## config.mk

```make
export PLATFORM = sky130hd
export DESIGN_NAME = lcd_host_port
export DESIGN_NICKNAME = d
export VERILOG_FILES = /design/src/hdl/host_port_pkg.sv /design/src/hdl/byte_skid_buf.sv /design/src/hdl/lcd_host_port.sv /design/src/hdl/pin_sync.sv
export SDC_FILE = /design/constraint.sdc
export NUM_CORES = 1
export LEC_CHECK = 0
export BUFFER_PORTS_ARGS = -buffer_cell sky130_fd_sc_hd__buf_4
export CAP_MARGIN = 20
export CORE_ASPECT_RATIO = 0.6
export CORE_MARGIN = 8
export CORE_UTILIZATION = 55
export CTS_CLUSTER_SIZE = 40
export DETAILED_ROUTE_END_ITERATION = 10
export PLACE_DENSITY = 0.79
export SLEW_MARGIN = 20
export SYNTH_ARGS = -nofsm -noshare
export SYNTH_HDL_FRONTEND = slang
export SYNTH_SLANG_ARGS = --single-unit
export TNS_END_PERCENT = 100
```

## constraint.sdc

```tcl
create_clock -name clk -period 4.6 [get_ports clk]
set_input_delay 0 -clock clk [delete_from_list [all_inputs] [get_ports clk]]
set_output_delay 0 -clock clk [all_outputs]
set_load 0.02 [all_outputs]
```

## src/hdl/host_port_pkg.sv

```systemverilog
package host_port_pkg;

  // ************************************************************
  // widths and bit positions
  // ************************************************************
  localparam int BYTE_W = 8;
  localparam int CNT_W = 3;
  localparam int PIN_W = 15;
  localparam int SI_BIT = 7;
  localparam int SCL_BIT = 6;
  localparam int BUSY_BIT = 7;

  // ************************************************************
  // constant values
  // ************************************************************
  localparam logic [CNT_W-1:0] CNT_RST = 3'h0;
  localparam logic [CNT_W-1:0] CNT_LAST = 3'h7;
  localparam logic [CNT_W-1:0] CNT_ONE = 3'h1;
  localparam logic [BYTE_W-1:0] BYTE_RST = 8'h00;
  localparam logic [BYTE_W-1:0] OE_N_OFF = 8'hFF;
  localparam logic [BYTE_W-1:0] OE_N_ON = 8'h00;

  // access type: {data_command_select, read}
  typedef enum logic [1:0] {
    ACC_CMD_WR = 2'b00,
    ACC_STATUS_RD = 2'b01,
    ACC_DATA_WR = 2'b10,
    ACC_DATA_RD = 2'b11
  } acc_t;

  // byte handed to the core
  typedef struct packed {
    logic is_data;
    logic [BYTE_W-1:0] value;
  } host_byte_t;

  localparam host_byte_t HOST_BYTE_RST = '{is_data: 1'b0, value: 8'h00};

  // host pins after synchronisation
  typedef struct packed {
    logic par_mode;
    logic bus_style_select;
    logic chip_select_active_low;
    logic chip_select_active_high;
    logic data_command_select;
    logic rd_e;
    logic wr_rw;
    logic [BYTE_W-1:0] data;
  } host_pins_t;

endpackage

```

## src/hdl/byte_skid_buf.sv

```systemverilog
`timescale 1ns/100ps
// ************************************************************
// two-entry buffer, outputs straight from flip-flops
// ************************************************************
module byte_skid_buf #(
  parameter int W = 9
) (
  input wire logic clk,
  input wire logic arst_n,
  input wire logic in_valid,
  output logic in_ready,
  input wire logic [W-1:0] in_data,
  output logic out_valid,
  input wire logic out_ready,
  output logic [W-1:0] out_data
);

  logic spare_valid_ff;
  logic [W-1:0] spare_ff;
  logic push;
  logic pop;

  assign in_ready = !spare_valid_ff;
  assign push = in_valid && !spare_valid_ff;
  assign pop = out_valid && out_ready;

  // head entry
  always_ff @(posedge clk or negedge arst_n) begin
    if (!arst_n) begin
      out_valid <= 1'b0;
      out_data <= '0;
    end else if (!out_valid || pop) begin
      out_valid <= spare_valid_ff || push;
      out_data <= spare_valid_ff ? spare_ff : in_data;
    end
  end

  // spare entry catches a word while the head is stalled
  always_ff @(posedge clk or negedge arst_n) begin
    if (!arst_n) begin
      spare_valid_ff <= 1'b0;
      spare_ff <= '0;
    end else if (out_valid && !pop && push) begin
      spare_valid_ff <= 1'b1;
      spare_ff <= in_data;
    end else if (pop) begin
      spare_valid_ff <= 1'b0;
    end
  end

endmodule

```

## src/hdl/lcd_host_port.sv

```systemverilog
`timescale 1ns/100ps
// ************************************************************
// host access port: parallel 68/80 style bus or serial link
// ************************************************************
module lcd_host_port (
  input wire logic clk,
  input wire logic arst_n,
  input wire logic interface_mode_select,
  input wire logic bus_style_select,
  input wire logic chip_select_active_low_n,
  input wire logic chip_select_active_high,
  input wire logic data_command_select,
  input wire logic rd_e_pin,
  input wire logic wr_rw_pin,
  input wire logic [7:0] data_in,
  output logic [7:0] data_out,
  output logic [7:0] data_oe_n,
  input wire logic busy,
  input wire logic [6:0] status_bits,
  input wire logic [7:0] mem_rdata,
  output logic mem_rd_req,
  output logic byte_valid,
  input wire logic byte_ready,
  output host_port_pkg::host_byte_t byte_out,
  output logic overrun,
  input wire logic overrun_clear
);

  // ************************************************************
  // pin synchronisation
  // ************************************************************
  host_port_pkg::host_pins_t pins_raw;
  host_port_pkg::host_pins_t pins_s;

  assign pins_raw = '{par_mode: interface_mode_select,
                      bus_style_select: bus_style_select,
                      chip_select_active_low: chip_select_active_low_n,
                      chip_select_active_high: chip_select_active_high,
                      data_command_select: data_command_select,
                      rd_e: rd_e_pin,
                      wr_rw: wr_rw_pin,
                      data: data_in};

  // every pin passes two flops; serial clock too
  pin_sync #(.W(host_port_pkg::PIN_W)) u_sync (
    .clk(clk),
    .arst_n(arst_n),
    .d(pins_raw),
    .q(pins_s)
  );

  // ************************************************************
  // select and strobe decode
  // ************************************************************
  logic sel;
  logic par_on;
  logic ser_on;
  logic rd_raw;
  logic wr_raw;
  logic rd_act_ff;
  logic wr_act_ff;
  logic rd_end;
  logic wr_end;
  logic scl_prev_ff;
  logic scl_rise;
  host_port_pkg::acc_t acc;

  // both selects must be active; the mode pin is expected to stay fixed
  assign sel = !pins_s.chip_select_active_low && pins_s.chip_select_active_high;
  assign par_on = sel && pins_s.par_mode;
  assign ser_on = sel && !pins_s.par_mode;

  // high style pin: enable plus read/write; low: active-low strobes
  always_comb begin
    if (pins_s.bus_style_select) begin
      rd_raw = pins_s.rd_e && pins_s.wr_rw;
      wr_raw = pins_s.rd_e && !pins_s.wr_rw;
    end else begin
      rd_raw = !pins_s.rd_e && pins_s.wr_rw;
      wr_raw = !pins_s.wr_rw && pins_s.rd_e;
    end
  end

  // strobe ends and serial clock rises, found in the same cycle the synchronised pins change
  assign acc = host_port_pkg::acc_t'({pins_s.data_command_select, rd_raw});
  assign rd_end = par_on && rd_act_ff && !rd_raw;
  assign wr_end = par_on && wr_act_ff && !wr_raw;
  assign scl_rise = pins_s.data[host_port_pkg::SCL_BIT] && !scl_prev_ff;

  // strobe and serial clock history for edge finding
  always_ff @(posedge clk or negedge arst_n) begin
    if (!arst_n) begin
      rd_act_ff <= 1'b0;
      wr_act_ff <= 1'b0;
      scl_prev_ff <= 1'b0;
    end else begin
      rd_act_ff <= par_on && rd_raw;
      wr_act_ff <= par_on && wr_raw;
      scl_prev_ff <= pins_s.data[host_port_pkg::SCL_BIT];
    end
  end

  // ************************************************************
  // parallel read path and bus holder
  // ************************************************************
  logic [7:0] holder_ff;
  logic [7:0] nxt_data_out;

  // status carries busy on bit 7; data reads come from the holder
  always_comb begin
    case (acc)
      host_port_pkg::ACC_STATUS_RD: nxt_data_out = {busy, status_bits};
      host_port_pkg::ACC_DATA_RD: nxt_data_out = holder_ff;
      host_port_pkg::ACC_CMD_WR: nxt_data_out = data_out;
      host_port_pkg::ACC_DATA_WR: nxt_data_out = data_out;
      default: nxt_data_out = data_out;
    endcase
  end

  // drive the bus only during a parallel read while selected
  always_ff @(posedge clk or negedge arst_n) begin
    if (!arst_n) begin
      data_out <= host_port_pkg::BYTE_RST;
      data_oe_n <= host_port_pkg::OE_N_OFF;
    end else begin
      data_out <= nxt_data_out;
      if (par_on && rd_raw) begin
        data_oe_n <= host_port_pkg::OE_N_ON;
      end else begin
        data_oe_n <= host_port_pkg::OE_N_OFF;
      end
    end
  end

  // a finished data read while not busy reloads the holder, so data comes one read late
  always_ff @(posedge clk or negedge arst_n) begin
    if (!arst_n) begin
      holder_ff <= host_port_pkg::BYTE_RST;
      mem_rd_req <= 1'b0;
    end else begin
      mem_rd_req <= 1'b0;
      if (rd_end && pins_s.data_command_select && !busy) begin
        holder_ff <= mem_rdata;
        mem_rd_req <= 1'b1;
      end
    end
  end

  // ************************************************************
  // serial receiver
  // ************************************************************
  logic [7:0] shift_ff;
  logic [host_port_pkg::CNT_W-1:0] cnt_ff;
  logic [7:0] nxt_shift;
  logic ser_byte_done;

  assign nxt_shift = {shift_ff[6:0], pins_s.data[host_port_pkg::SI_BIT]};
  assign ser_byte_done = ser_on && scl_rise && (cnt_ff == host_port_pkg::CNT_LAST);

  // shift msb first; deselect returns to initial state
  always_ff @(posedge clk or negedge arst_n) begin
    if (!arst_n) begin
      shift_ff <= host_port_pkg::BYTE_RST;
      cnt_ff <= host_port_pkg::CNT_RST;
    end else if (!ser_on) begin
      shift_ff <= host_port_pkg::BYTE_RST;
      cnt_ff <= host_port_pkg::CNT_RST;
    end else if (scl_rise) begin
      shift_ff <= nxt_shift;
      cnt_ff <= cnt_ff + host_port_pkg::CNT_ONE;
    end
  end

  // ************************************************************
  // hand-off register into the buffer
  // ************************************************************
  logic push_valid_ff;
  host_port_pkg::host_byte_t push_byte_ff;
  logic buf_in_ready;
  logic new_byte;
  host_port_pkg::host_byte_t nxt_push_byte;

  // busy refuses a parallel write; a serial byte is never refused
  assign new_byte = ser_byte_done || (wr_end && !busy);
  // the host still holds write data and select when the strobe end is seen
  assign nxt_push_byte = '{is_data: pins_s.data_command_select,
                           value: ser_byte_done ? nxt_shift : pins_s.data};

  // hold the byte until the buffer takes it
  always_ff @(posedge clk or negedge arst_n) begin
    if (!arst_n) begin
      push_valid_ff <= 1'b0;
      push_byte_ff <= host_port_pkg::HOST_BYTE_RST;
    end else if (new_byte) begin
      push_valid_ff <= 1'b1;
      push_byte_ff <= nxt_push_byte;
    end else if (buf_in_ready) begin
      push_valid_ff <= 1'b0;
    end
  end

  // sticky when a byte arrives while the previous one still waits
  always_ff @(posedge clk or negedge arst_n) begin
    if (!arst_n) begin
      overrun <= 1'b0;
    end else if (new_byte && push_valid_ff && !buf_in_ready) begin
      overrun <= 1'b1;
    end else if (overrun_clear) begin
      overrun <= 1'b0;
    end
  end

  byte_skid_buf #(.W($bits(host_port_pkg::host_byte_t))) u_buf (
    .clk(clk),
    .arst_n(arst_n),
    .in_valid(push_valid_ff),
    .in_ready(buf_in_ready),
    .in_data(push_byte_ff),
    .out_valid(byte_valid),
    .out_ready(byte_ready),
    .out_data(byte_out)
  );
endmodule

```

## src/hdl/pin_sync.sv

```systemverilog
`timescale 1ns/100ps
// ************************************************************
// two flip-flop synchroniser for asynchronous pins
// ************************************************************
module pin_sync #(
  parameter int W = 1
) (
  input wire logic clk,
  input wire logic arst_n,
  input wire logic [W-1:0] d,
  output logic [W-1:0] q
);

  logic [W-1:0] meta_ff;

  // first stage read only by the second
  always_ff @(posedge clk or negedge arst_n) begin
    if (!arst_n) begin
      meta_ff <= '0;
      q <= '0;
    end else begin
      meta_ff <= d;
      q <= meta_ff;
    end
  end

endmodule
```

* After elaboration in Yosys (flattened, before gate mapping)
Cells that the tools add are included.
** Storage, ports and cells
- Flip-flop bits (word level) :: 99
- Output and inout port bits :: 28
- Logic and storage cells :: 84
** Cells by class
- Add/subtract/negate cells :: 1
- Mux-type cells :: 16
- Reductions and logical operators :: 42
- Equality and inequality tests :: 6
** Operators with widths (number)
- $logic_and 1x1->1 :: 24
- $mux 8 :: 2
- $pmux 8 s2 :: 1
- $mux 7 :: 2
- $logic_not 1->1 :: 11
- $mux 9 :: 1
- $mux 1 :: 8
- $mux 3 :: 2
- $eq 2x2->1 const B :: 2
- $reduce_bool 2->1 :: 2
- $add 3x1->3 const B :: 1
- $eq 3x3->1 const B :: 1
- $logic_or 1x1->1 :: 3
- $eq 2x1->1 const B :: 1
- $logic_not 2->1 :: 1
- $ne 2x1->1 const B :: 1
- $ne 2x2->1 const B :: 1
- $reduce_or 2->1 :: 1

* Logic depth before layout (Yosys ltp)
Gate-level depths: netlist (run 1).
- Word-level depth :: 10
- Mapped depth :: 6
- Depth with buffers taken out :: 5

* Hierarchy
Synthesis (run 1) repeated with hierarchy kept, for this count alone.
** Second synthesis, totals
- Cell total of the unflattened synthesis :: 251
- Area, all modules :: 3647.2 µm²
** Modules (own cells, without submodules)
- lcd_host_port :: area an instance 1935.6 µm², instances 1, cells an instance 164, seq. area each 1052.3 µm²
- byte_skid_buf :: area an instance 960.9 µm², instances 1, cells an instance 57, seq. area each 500.5 µm²
- pin_sync :: area an instance 750.7 µm², instances 1, cells an instance 30, seq. area each 750.7 µm²

* Least setup slack after synthesis (run 1)
No wires, ideal clock.
- Kind :: reg-to-reg
- From :: reg u_sync.q[12]
- To :: reg holder_ff[0]
- Slack :: 3.130 ns
- Clock period less this slack :: 1.470 ns
- Arrival time :: 1.344 ns
- Cell stages (with the launch flop) :: 5
- Required time :: 4.475 ns
- Cell sequence :: dfrtp_1 > and4bb_4 > and4_4 > buf_8 > mux2_4
** Between the ends
- Word-level cells in the longest chain between the ends :: 7
** RTL lines
- start: declaration :: line pin_sync.sv:11 : output logic [W-1:0] q
- start signal: assignment :: line pin_sync.sv:23 : q <= meta_ff;
- $logic_not 1->1 :: line lcd_host_port.sv:69 : assign sel = !pins_s.chip_select_active_low && pins_s.chip_select_active_high;
- $logic_and 1x1->1 :: line lcd_host_port.sv:69
- $logic_and 1x1->1 :: line lcd_host_port.sv:70 : assign par_on = sel && pins_s.par_mode;
- $logic_and 1x1->1 (2 in series) :: line lcd_host_port.sv:86 : assign rd_end = par_on && rd_act_ff && !rd_raw;
- $logic_and 1x1->1 (2 in series) :: line lcd_host_port.sv:142 : if (rd_end && pins_s.data_command_select && !busy) begin
- end signal: assignment :: line lcd_host_port.sv:138 : holder_ff <= host_port_pkg::BYTE_RST;
- end signal: assignment :: line lcd_host_port.sv:143 : holder_ff <= mem_rdata;
- end: declaration :: line lcd_host_port.sv:106 : logic [7:0] holder_ff;
Every way passes these cells.
A chain may end at the register's enable or synchronous reset.

* Worst setup path in the final report (run 1)
- From :: reg u_buf.out_valid
- To :: reg u_buf.spare_ff[4]
** Between the ends
- Word-level cells in the longest chain between the ends :: 4
** RTL lines
- start: declaration :: line byte_skid_buf.sv:13 : output logic out_valid,
- start signal: assignment :: line byte_skid_buf.sv:33 : out_valid <= spare_valid_ff || push;
- $logic_and 1x1->1 :: line byte_skid_buf.sv:25 : assign pop = out_valid && out_ready;
- $logic_not 1->1 :: line byte_skid_buf.sv:43 : end else if (out_valid && !pop && push) begin
- $logic_and 1x1->1 * (2 in series) :: line byte_skid_buf.sv:43
- end signal: assignment :: line byte_skid_buf.sv:45 : spare_ff <= in_data;
- end: declaration :: line byte_skid_buf.sv:19 : logic [W-1:0] spare_ff;
Every way passes the cells marked *; elsewhere a longest branch is shown, timed or not.

==> results of run 1 <==
==> per-stage QoR <==
stage                     std cells  instance area (um2)
after floorplan                 268                 3460
after global placement          396                 3920
after detailed placement        396                 3920
after CTS                       446                 4490
after global routing            446                 4490
final                           446                 4490
==> state kept, by name, indices dropped and copies added, names as in the netlist, 3 cells and up <==
register	count
u_sync.meta_ff	15
cnt_ff	3
u_sync.q	15
push_byte_ff	9
u_buf.out_data	9
holder_ff	8
shift_ff	7
data_out	8
u_buf.spare_ff	9
==> where the power goes <==
part | internal [mW] | switching (mW) | leakage [nW]
Sequential | 0.857 | 0.0344 | 1.12
Combinational | 0.0958 | 0.0913 | 0.874
Clock | 0.308 | 0.279 | 0.110
==> synthesized netlist by cell type (2+ instances only) <==
master / instances
nand2b_1: 3
mux2_4: 9
inv_1: 3
nand2_1: 52
mux2_2: 9
nor2b_1: 2
clkbuf_1: 4
a31oi_1: 7
ha_1: 2
buf_2: 6
a21oi_1: 11
o21ai_0: 17
mux2i_1: 17
dfrtp_1: 91
nor2_1: 10
buf_4: 7
==> cell families (layout without fill, tap and decap cells) <==
family	after synthesis	count (layout)	synth area share, %
AO/OA/AOI/OAI	37	37	5.78
XOR/XNOR	2	2	0.723
adder cells (fa/ha/maj)	2	2	0.723
buffers and inverters	22	116	3.69
flip-flops	92	92	66.5
multiplexers	35	35	11.7
AND/OR/NAND/NOR	78	78	10.8
==> routing by layer <==
metal | global-route usage, % | routed length, um
met5 | 0 | 0
met3 | 5.92 | 399
met1 | 20.1 | 3170
met2 | 22.2 | 2940
met4 | 5.27 | 77
==> worst max path at each step <==
stage / startpoint / slack, ns / cells past startpoint / to
2_1_floorplan: u_sync.q[12]$_DFF_PN0_ / 3.13 / 4 / holder_ff[0]$_DFFE_PN0P_
3_3_place_gp: u_buf.out_valid$_DFFE_PN0N_ / 2.47 / 3 / u_buf.spare_ff[8]$_DFFE_PN0P_
3_5_place_dp: u_buf.out_valid$_DFFE_PN0N_ / 2.41 / 3 / u_buf.spare_ff[0]$_DFFE_PN0P_
4_1_cts: u_buf.out_valid$_DFFE_PN0N_ / 2.39 / 3 / u_buf.spare_ff[0]$_DFFE_PN0P_
6_report: u_buf.out_valid$_DFFE_PN0N_ / 2.39 / 3 / u_buf.spare_ff[4]$_DFFE_PN0P_
5_1_grt: u_buf.out_valid$_DFFE_PN0N_ / 2.20 / 3 / u_buf.spare_ff[3]$_DFFE_PN0P_
==> what timing repair did <==
item                                    CTS  global route
endpoints found under the setup margin    0             0
hold buffers                             34             0
gates resized for setup                   0             0
hold endpoints to repair                 59             0
==> area by class of cell <==
cell class / instances / area (um2)
Clock inverter: 7 / 98.8
Multi-Input combinational cell: 154 / 1030
Timing Repair Buffer: 97 / 813
Tap cell: 84 / 105
Inverter: 3 / 11.3
Fill cell: 443 / 1620
Clock buffer: 9 / 124
Sequential cell: 92 / 2300
==> metrics.md, run 1 <==
| Metric | Value |
|---|---|
| Arrival time worst endpoint | 2.45 ns |
| Final layout net count | 394 |
| Cell types occupying the most area after synthesis | dfrtp_1 (66%), nand2_1 (5.6%), mux2i_1 (4.9%) |
| Initial detailed-routing violation count | 124 |
| Drt total wl | 6580 um |
| Vias in the first global route | 2195 |
| Top FF cell, synth | dfrtp_1 |
| Avg Inst Size Synth | 12.9 um2 |
| Setup repair after global routing missed its margin | false |
| Number of enable-type register cells in the synthesized netlist | 0 |
| Via count of the routed design | 2162 |
| Per-cell routed wire length | 14.8 um |
| Port Buffers | 62 |
| Pin count of the biggest net entering global routing | 67 |
| Gpl congestion | 0.817 |
| Timing-limited maximum frequency | 452 MHz |
| CP Max Fanout | 20 |
| Number of clock sinks seen by CTS | 92 |
| Syn-to-layout area delta | 29.6% |
| Endpoint of the lowest-slack register-to-register path | u_buf.spare_ff[4]$_DFFE_PN0P_ |
| Leakage power | 2.11 nW |
| Sort of element at the start of the critical path | flop |
| Util after Layout | 73.4% |
| Run status | finished clean |
| Final setup vio count | 0 |
| Inserted Diodes | 0 |
| Hold slack final | 0.0898 ns |
| Async set or reset register ratio after synthesis | 100% |
| Gate count after technology mapping | 268 |
| Cts bufs inserted | 9 |
| Number of nets still failing antenna checks after routing | 0 |
| Critical path type | flop to flop |
| Fraction of layout cells with a size suffix above 1 | 29.0% |
| PD cells | 371 mW/mm2 |
| Initial antenna violation count | 0 |
| R2R depth | 3 |
| Launching point of the worst reg2reg path | u_buf.out_valid$_DFFE_PN0N_ |
| Die Outline Area | 0.00917 mm2 |
| Total negative slack for setup checks | 0 ns |
| Largest delay share family, worst path | simple AND/OR/NAND/NOR gates |
| Number of buffers on the longest clock path | 2 |
| Clock tree from TritonCTS | yes |
| Worst clock skew | 0.0108 ns |
| Most frequent standard cell in the layout excluding fill and tap cells | dfrtp_1 |
| Post-synth net total | 305 |
| Largest stage delay, worst path | 0.79 ns |
| Fin crit period | 2.21 ns |
| Global-route wire length before repair | 11100 um |
| R2R Setup Slk | 2.39 ns |
| Height of the die | 77.5 um |
| Overall power | 1.67 mW |
| Slew headroom | 35.5% |
| Setup slack after layout | 2.39 ns |
| Clock Pin Slew Worst Setup and Hold Paths | 0.09 ns |
| Effective utilization at floorplan | 56.7% |
| Pins Over Slew Limit | 0 |
| Capturing element type of the critical path | flop |
| Sequential share of the synthesized area | 66.5% |
| Buffer type at the clock tree root | clkbuf_8 |
| Placeable core region | 0.00611 mm2 |
| Clock latency reported for the late side of the worst-skew pair | 0.36 ns |
| Row count | 22 |
| Max rail drop VDD | 0.238 mV |
| Top cell type's share of synthesized area | 65.8% |
| Number of DRC violations after detailed routing | 0 |
| MaxCap Viol Count | 0 |
| H-Tree Depth | 3 |
| Total global-route track usage | 15.1% |
| Top-Level Pins | 63 |
| Count of distinct cell types in the synthesized netlist | 34 |
| Highest-delay cell along the critical path | nor2b_1 |
| GRT Residual Overflow | 0 |
| Commonest cells after routing, fill and taps aside | dfrtp_1 (91), buf_4 (63), nand2_1 (52) |
| Slew at the pin closest to its max-slew limit | 0.966 ns |
| Worst Setup Slack post-DPL | 2.41 ns |
| Postcts setup bufs | 0 |
| Vias per inst | 4.85 |
| Number of warnings issued by yosys | 0 |
| Type of the most critical hold path | input pin to async pin |
| Required time worst endpoint | 4.84 ns |
| Iteration count of the initial detailed-routing pass | 4 |
| Buffer and inverter count on the worst path | 0 |
| Cell-by-cell trace of the critical path | nor2b_1 -> and3b_1 -> mux2_2 |
| Number of hold violations in the final report | 0 |
| Syn Std Cell Area | 0.00346 mm2 |
| Horizontal extent of the die | 118 um |
| Share of the clock period used by the worst path | 48.0% |
| Register bit total from synthesis | 92 |
| Post-DP HPWL | 4410 um |
| Cell accounting for the most synthesized area | dfrtp_1 |
No activity file was read; power rests on OpenSTA's default activity.
==> run 2, diff against run 1 <==
- ABC_AREA: not set -> 1
- clock period: 4.6 -> 2.2 ns (I/O delays scaled with it)
==> run 2 against run 1 <==
Routed wire length is 11% higher; flip-flop and latch count stayed put; highest routed layer unchanged; first-iteration DRC count is 110% higher; clock-buffer cell count is 2 higher; sequential share of layout area is 0.43 points lower; critical path type unchanged; cell area is 0.84% higher; critical path depth stayed put.
==> metrics.md, run 2 <==
| Metric | Value |
|---|---|
| Gpl congestion | 0.902 |
| Row count | 22 |
| Total global-route track usage | 16.6% |
| Setup repair after global routing missed its margin | false |
| Pin count of the biggest net entering global routing | 65 |
| Effective utilization at floorplan | 57.1% |
| Register bit total from synthesis | 92 |
| Global-route wire length before repair | 12300 um |
| Complex-gate fraction of the synthesized area | 5.97% |
| Syn-to-layout area delta | 29.2% |
| Initial antenna violation count | 0 |
| Worst Setup Slack post-DPL | 0.553 ns |
| Port Buffers | 62 |
| Worst clock skew | 0.00954 ns |
| Net switching component of the power | 780 uW |
| Final layout net count | 478 |
| Top FF cell, synth | dfrtp_1 |
| Multi-input gate area in the final layout | 938 um2 |
| Overall power | 3.18 mW |
| Vias in the first global route | 2597 |
| Cell accounting for the most synthesized area | dfrtp_1 |
| Fraction of synthesized cell area in xor and xnor cells | 0% |
| Switch share | 24.5% |
| Part of the total power dissipated in the clock network | 32.6% |
| Design internal power | 2.40 mW |
| Registers with the most flip-flops | u_sync.meta_ff: 15 flops, u_sync.q: 15 flops |
| Postcts setup bufs | 0 |
| Number of enable-type register cells in the synthesized netlist | 0 |
| Slew headroom | 48.3% |
| Most numerous cell in the Yosys netlist | nand2_1 |
| Number of clock sinks seen by CTS | 92 |
| Buffer type at the clock tree root | clkbuf_8 |
| Multiplexer fraction of the synthesized cell area | 2.25% |
| Filler Cell Count | 440 |
| FF+latch area | 0.00230 mm2 |
| Timing-limited maximum frequency | 600 MHz |
| GRT met2 Usage | 24.6% |
| Run status | finished clean |
| Post_cts resized | 0 |
| Leakage power | 2.31 nW |
| Cts bufs inserted | 9 |
| Iteration count of the initial detailed-routing pass | 4 |
| Most Used Layer, Global Route | met2 |
| Dominant combinational cell family by area after synthesis | simple AND/OR/NAND/NOR gates |
| Share of the clock period used by the worst path | 75.8% |
| Type of the most critical hold path | input pin to flop |
| Fraction of met1 tracks used by global routing | 21.9% |
| Vias per inst | 4.87 |
| Commonest cells after routing, fill and taps aside | nand2_1 (104), dfrtp_1 (91), buf_4 (68) |
| Area fraction in and, or, nand and nor cells after synthesis | 17.9% |
| Cell types occupying the most area after synthesis | dfrtp_1 (65%), nand2_1 (11%), inv_1 (3.9%) |
| Critical path type | flop to flop |
| Top-Level Pins | 63 |
| Cell types with the highest counts after synthesis | nand2_1 (104), dfrtp_1 (91), inv_1 (36) |
| Inserted Diodes | 0 |
| Avg Inst Size Synth | 10.1 um2 |
| Top cell type's share of synthesized area | 65.0% |
| Fin crit period | 1.67 ns |
| Drt total wl | 7280 um |
| Fraction of layout cells with a size suffix above 1 | 22.6% |
| Post-synth net total | 383 |
| Die Outline Area | 0.00926 mm2 |
| Async set or reset register ratio after synthesis | 100% |
| Height of the die | 77.8 um |
| Number of hold violations in the final report | 0 |
| Capturing element type of the critical path | flop |
| Max rail drop VDD | 0.418 mV |
| Number of warnings issued by yosys | 0 |
| GRT met3 Usage | 6.07% |
| Syn Std Cell Area | 0.00350 mm2 |
| Clock Pin Slew Worst Setup and Hold Paths | 0.09 ns |
| Number of nets still failing antenna checks after routing | 0 |
| Initial detailed-routing violation count | 261 |
| Setup slack after layout | 0.532 ns |
| Number of DRC violations after detailed routing | 0 |
| Horizontal extent of the die | 119 um |
| Final setup vio count | 0 |
| Via count of the routed design | 2583 |
| GRT Residual Overflow | 0 |
| Most frequent standard cell in the layout excluding fill and tap cells | nand2_1 |
| Number of buffers on the longest clock path | 2 |
| Combinational fraction of design power | 10.7% |
| Sort of element at the start of the critical path | flop |
| Total negative slack for setup checks | 0 ns |
| Synth Area in Adders | 0.715% |
| CP Max Fanout | 19 |
| Required time worst endpoint | 2.47 ns |
| Slew at the pin closest to its max-slew limit | 0.775 ns |
| Pins Over Slew Limit | 0 |
| Clock tree from TritonCTS | yes |
| Arrival time worst endpoint | 1.93 ns |
| PD cells | 702 mW/mm2 |
| Post-DP HPWL | 4960 um |
| Placeable core region | 0.00614 mm2 |
| H-Tree Depth | 3 |
| Gate count after technology mapping | 346 |
| Clock latency reported for the late side of the worst-skew pair | 0.35 ns |
| Sequential Power Share | 56.7% |
| MaxCap Viol Count | 0 |
| Sequential share of the synthesized area | 65.8% |
| Per-cell routed wire length | 13.7 um |
| Count of distinct cell types in the synthesized netlist | 25 |
## run 2: cell count changes after synthesis, moves of 8 or more
| cell | previous run | this run |
|---|---|---|
| nand2_1 | 52 | 104 |
| nand3_1 | 0 | 15 |
| mux2i_1 | 17 | 0 |
| inv_1 | 3 | 36 |
| a21oi_1 | 11 | 19 |
| mux2_4 | 9 | 0 |
## run 2: worst max-delay path, stage by stage, from the launching register on
cell and delay, ns:
dfrtp_1 0.54, inv_1 0.37, nand3_2 0.38, o21ai_0 0.29
## run 2: layer usage
| metal | vias to the layer above | routed length (um) |
|---|---|---|
| li1 | 1273 | - |
| met1 | 1220 | 3400 |
| met2 | 83 | 3320 |
| met3 | 7 | 472 |
| met4 | 0 | 82 |
| met5 | - | 0 |
## run 2: worst paths after layout
check	from	end	slack, ns	depth (start not counted)
max	u_buf.spare_valid_ff$_DFFE_PN0P_	u_buf.spare_ff[0]$_DFFE_PN0P_	0.53	3
max reg2reg	u_buf.spare_valid_ff$_DFFE_PN0P_	u_buf.spare_ff[0]$_DFFE_PN0P_	0.53	3
max in group asynchronous	arst_n	u_sync.meta_ff[10]$_DFF_PN0_	1.23	3
min	busy	data_out[7]$_DFFE_PN0N_	0.03	5
min reg2reg	u_sync.meta_ff[10]$_DFF_PN0_	u_sync.q[10]$_DFF_PN0_	0.35	0
min in group asynchronous	arst_n	u_buf.out_data[5]$_DFFE_PN0N_	0.27	2
## run 2: kinds of logic (layout without fill, tap and decap cells)
family          after synthesis  after routing
compound gates               40             40
fa+ha+maj                     2              2
buf+inv                      57            157
flops                        92             92
mux                           7              7
simple gates                148            148
## run 2: power groups by stage
stage                     registers (mW)  logic [mW]  clock network, mW
after floorplan                     1.86       0.101                  0
after global placement              1.84       0.285                  0
after detailed placement            1.84       0.293                  0
after CTS                           1.80       0.340               1.06
after global routing                1.81       0.374               1.13
final                               1.80       0.339               1.04
## run 2: final cells by class
| type | count | area share [%] |
|---|---|---|
| Tap cell | 84 | 2.32 |
| Sequential cell | 92 | 50.9 |
| Multi-Input combinational cell | 197 | 20.7 |
| Inverter | 40 | 3.32 |
| Clock inverter | 5 | 0.774 |
| Timing Repair Buffer | 101 | 18.6 |
| Clock buffer | 11 | 3.35 |
## run 2: repair_timing
item	4_1_cts	5_1_grt
endpoints found under the hold margin	93	0
hold buffers	33	0
setup endpoints to repair	0	0
## run 2: per-stage QoR
step                      instances  hold WS [ns]  instance area, um2  util (%)
final                           530        0.0281                4520      73.7
after global routing            530        0.0162                4520      73.7
after CTS                       530        0.0111                4520      73.7
after detailed placement        481         0.111                4010      65.3
after global placement          481         0.109                4010      65.3
after floorplan                 346        -0.296                3500         -
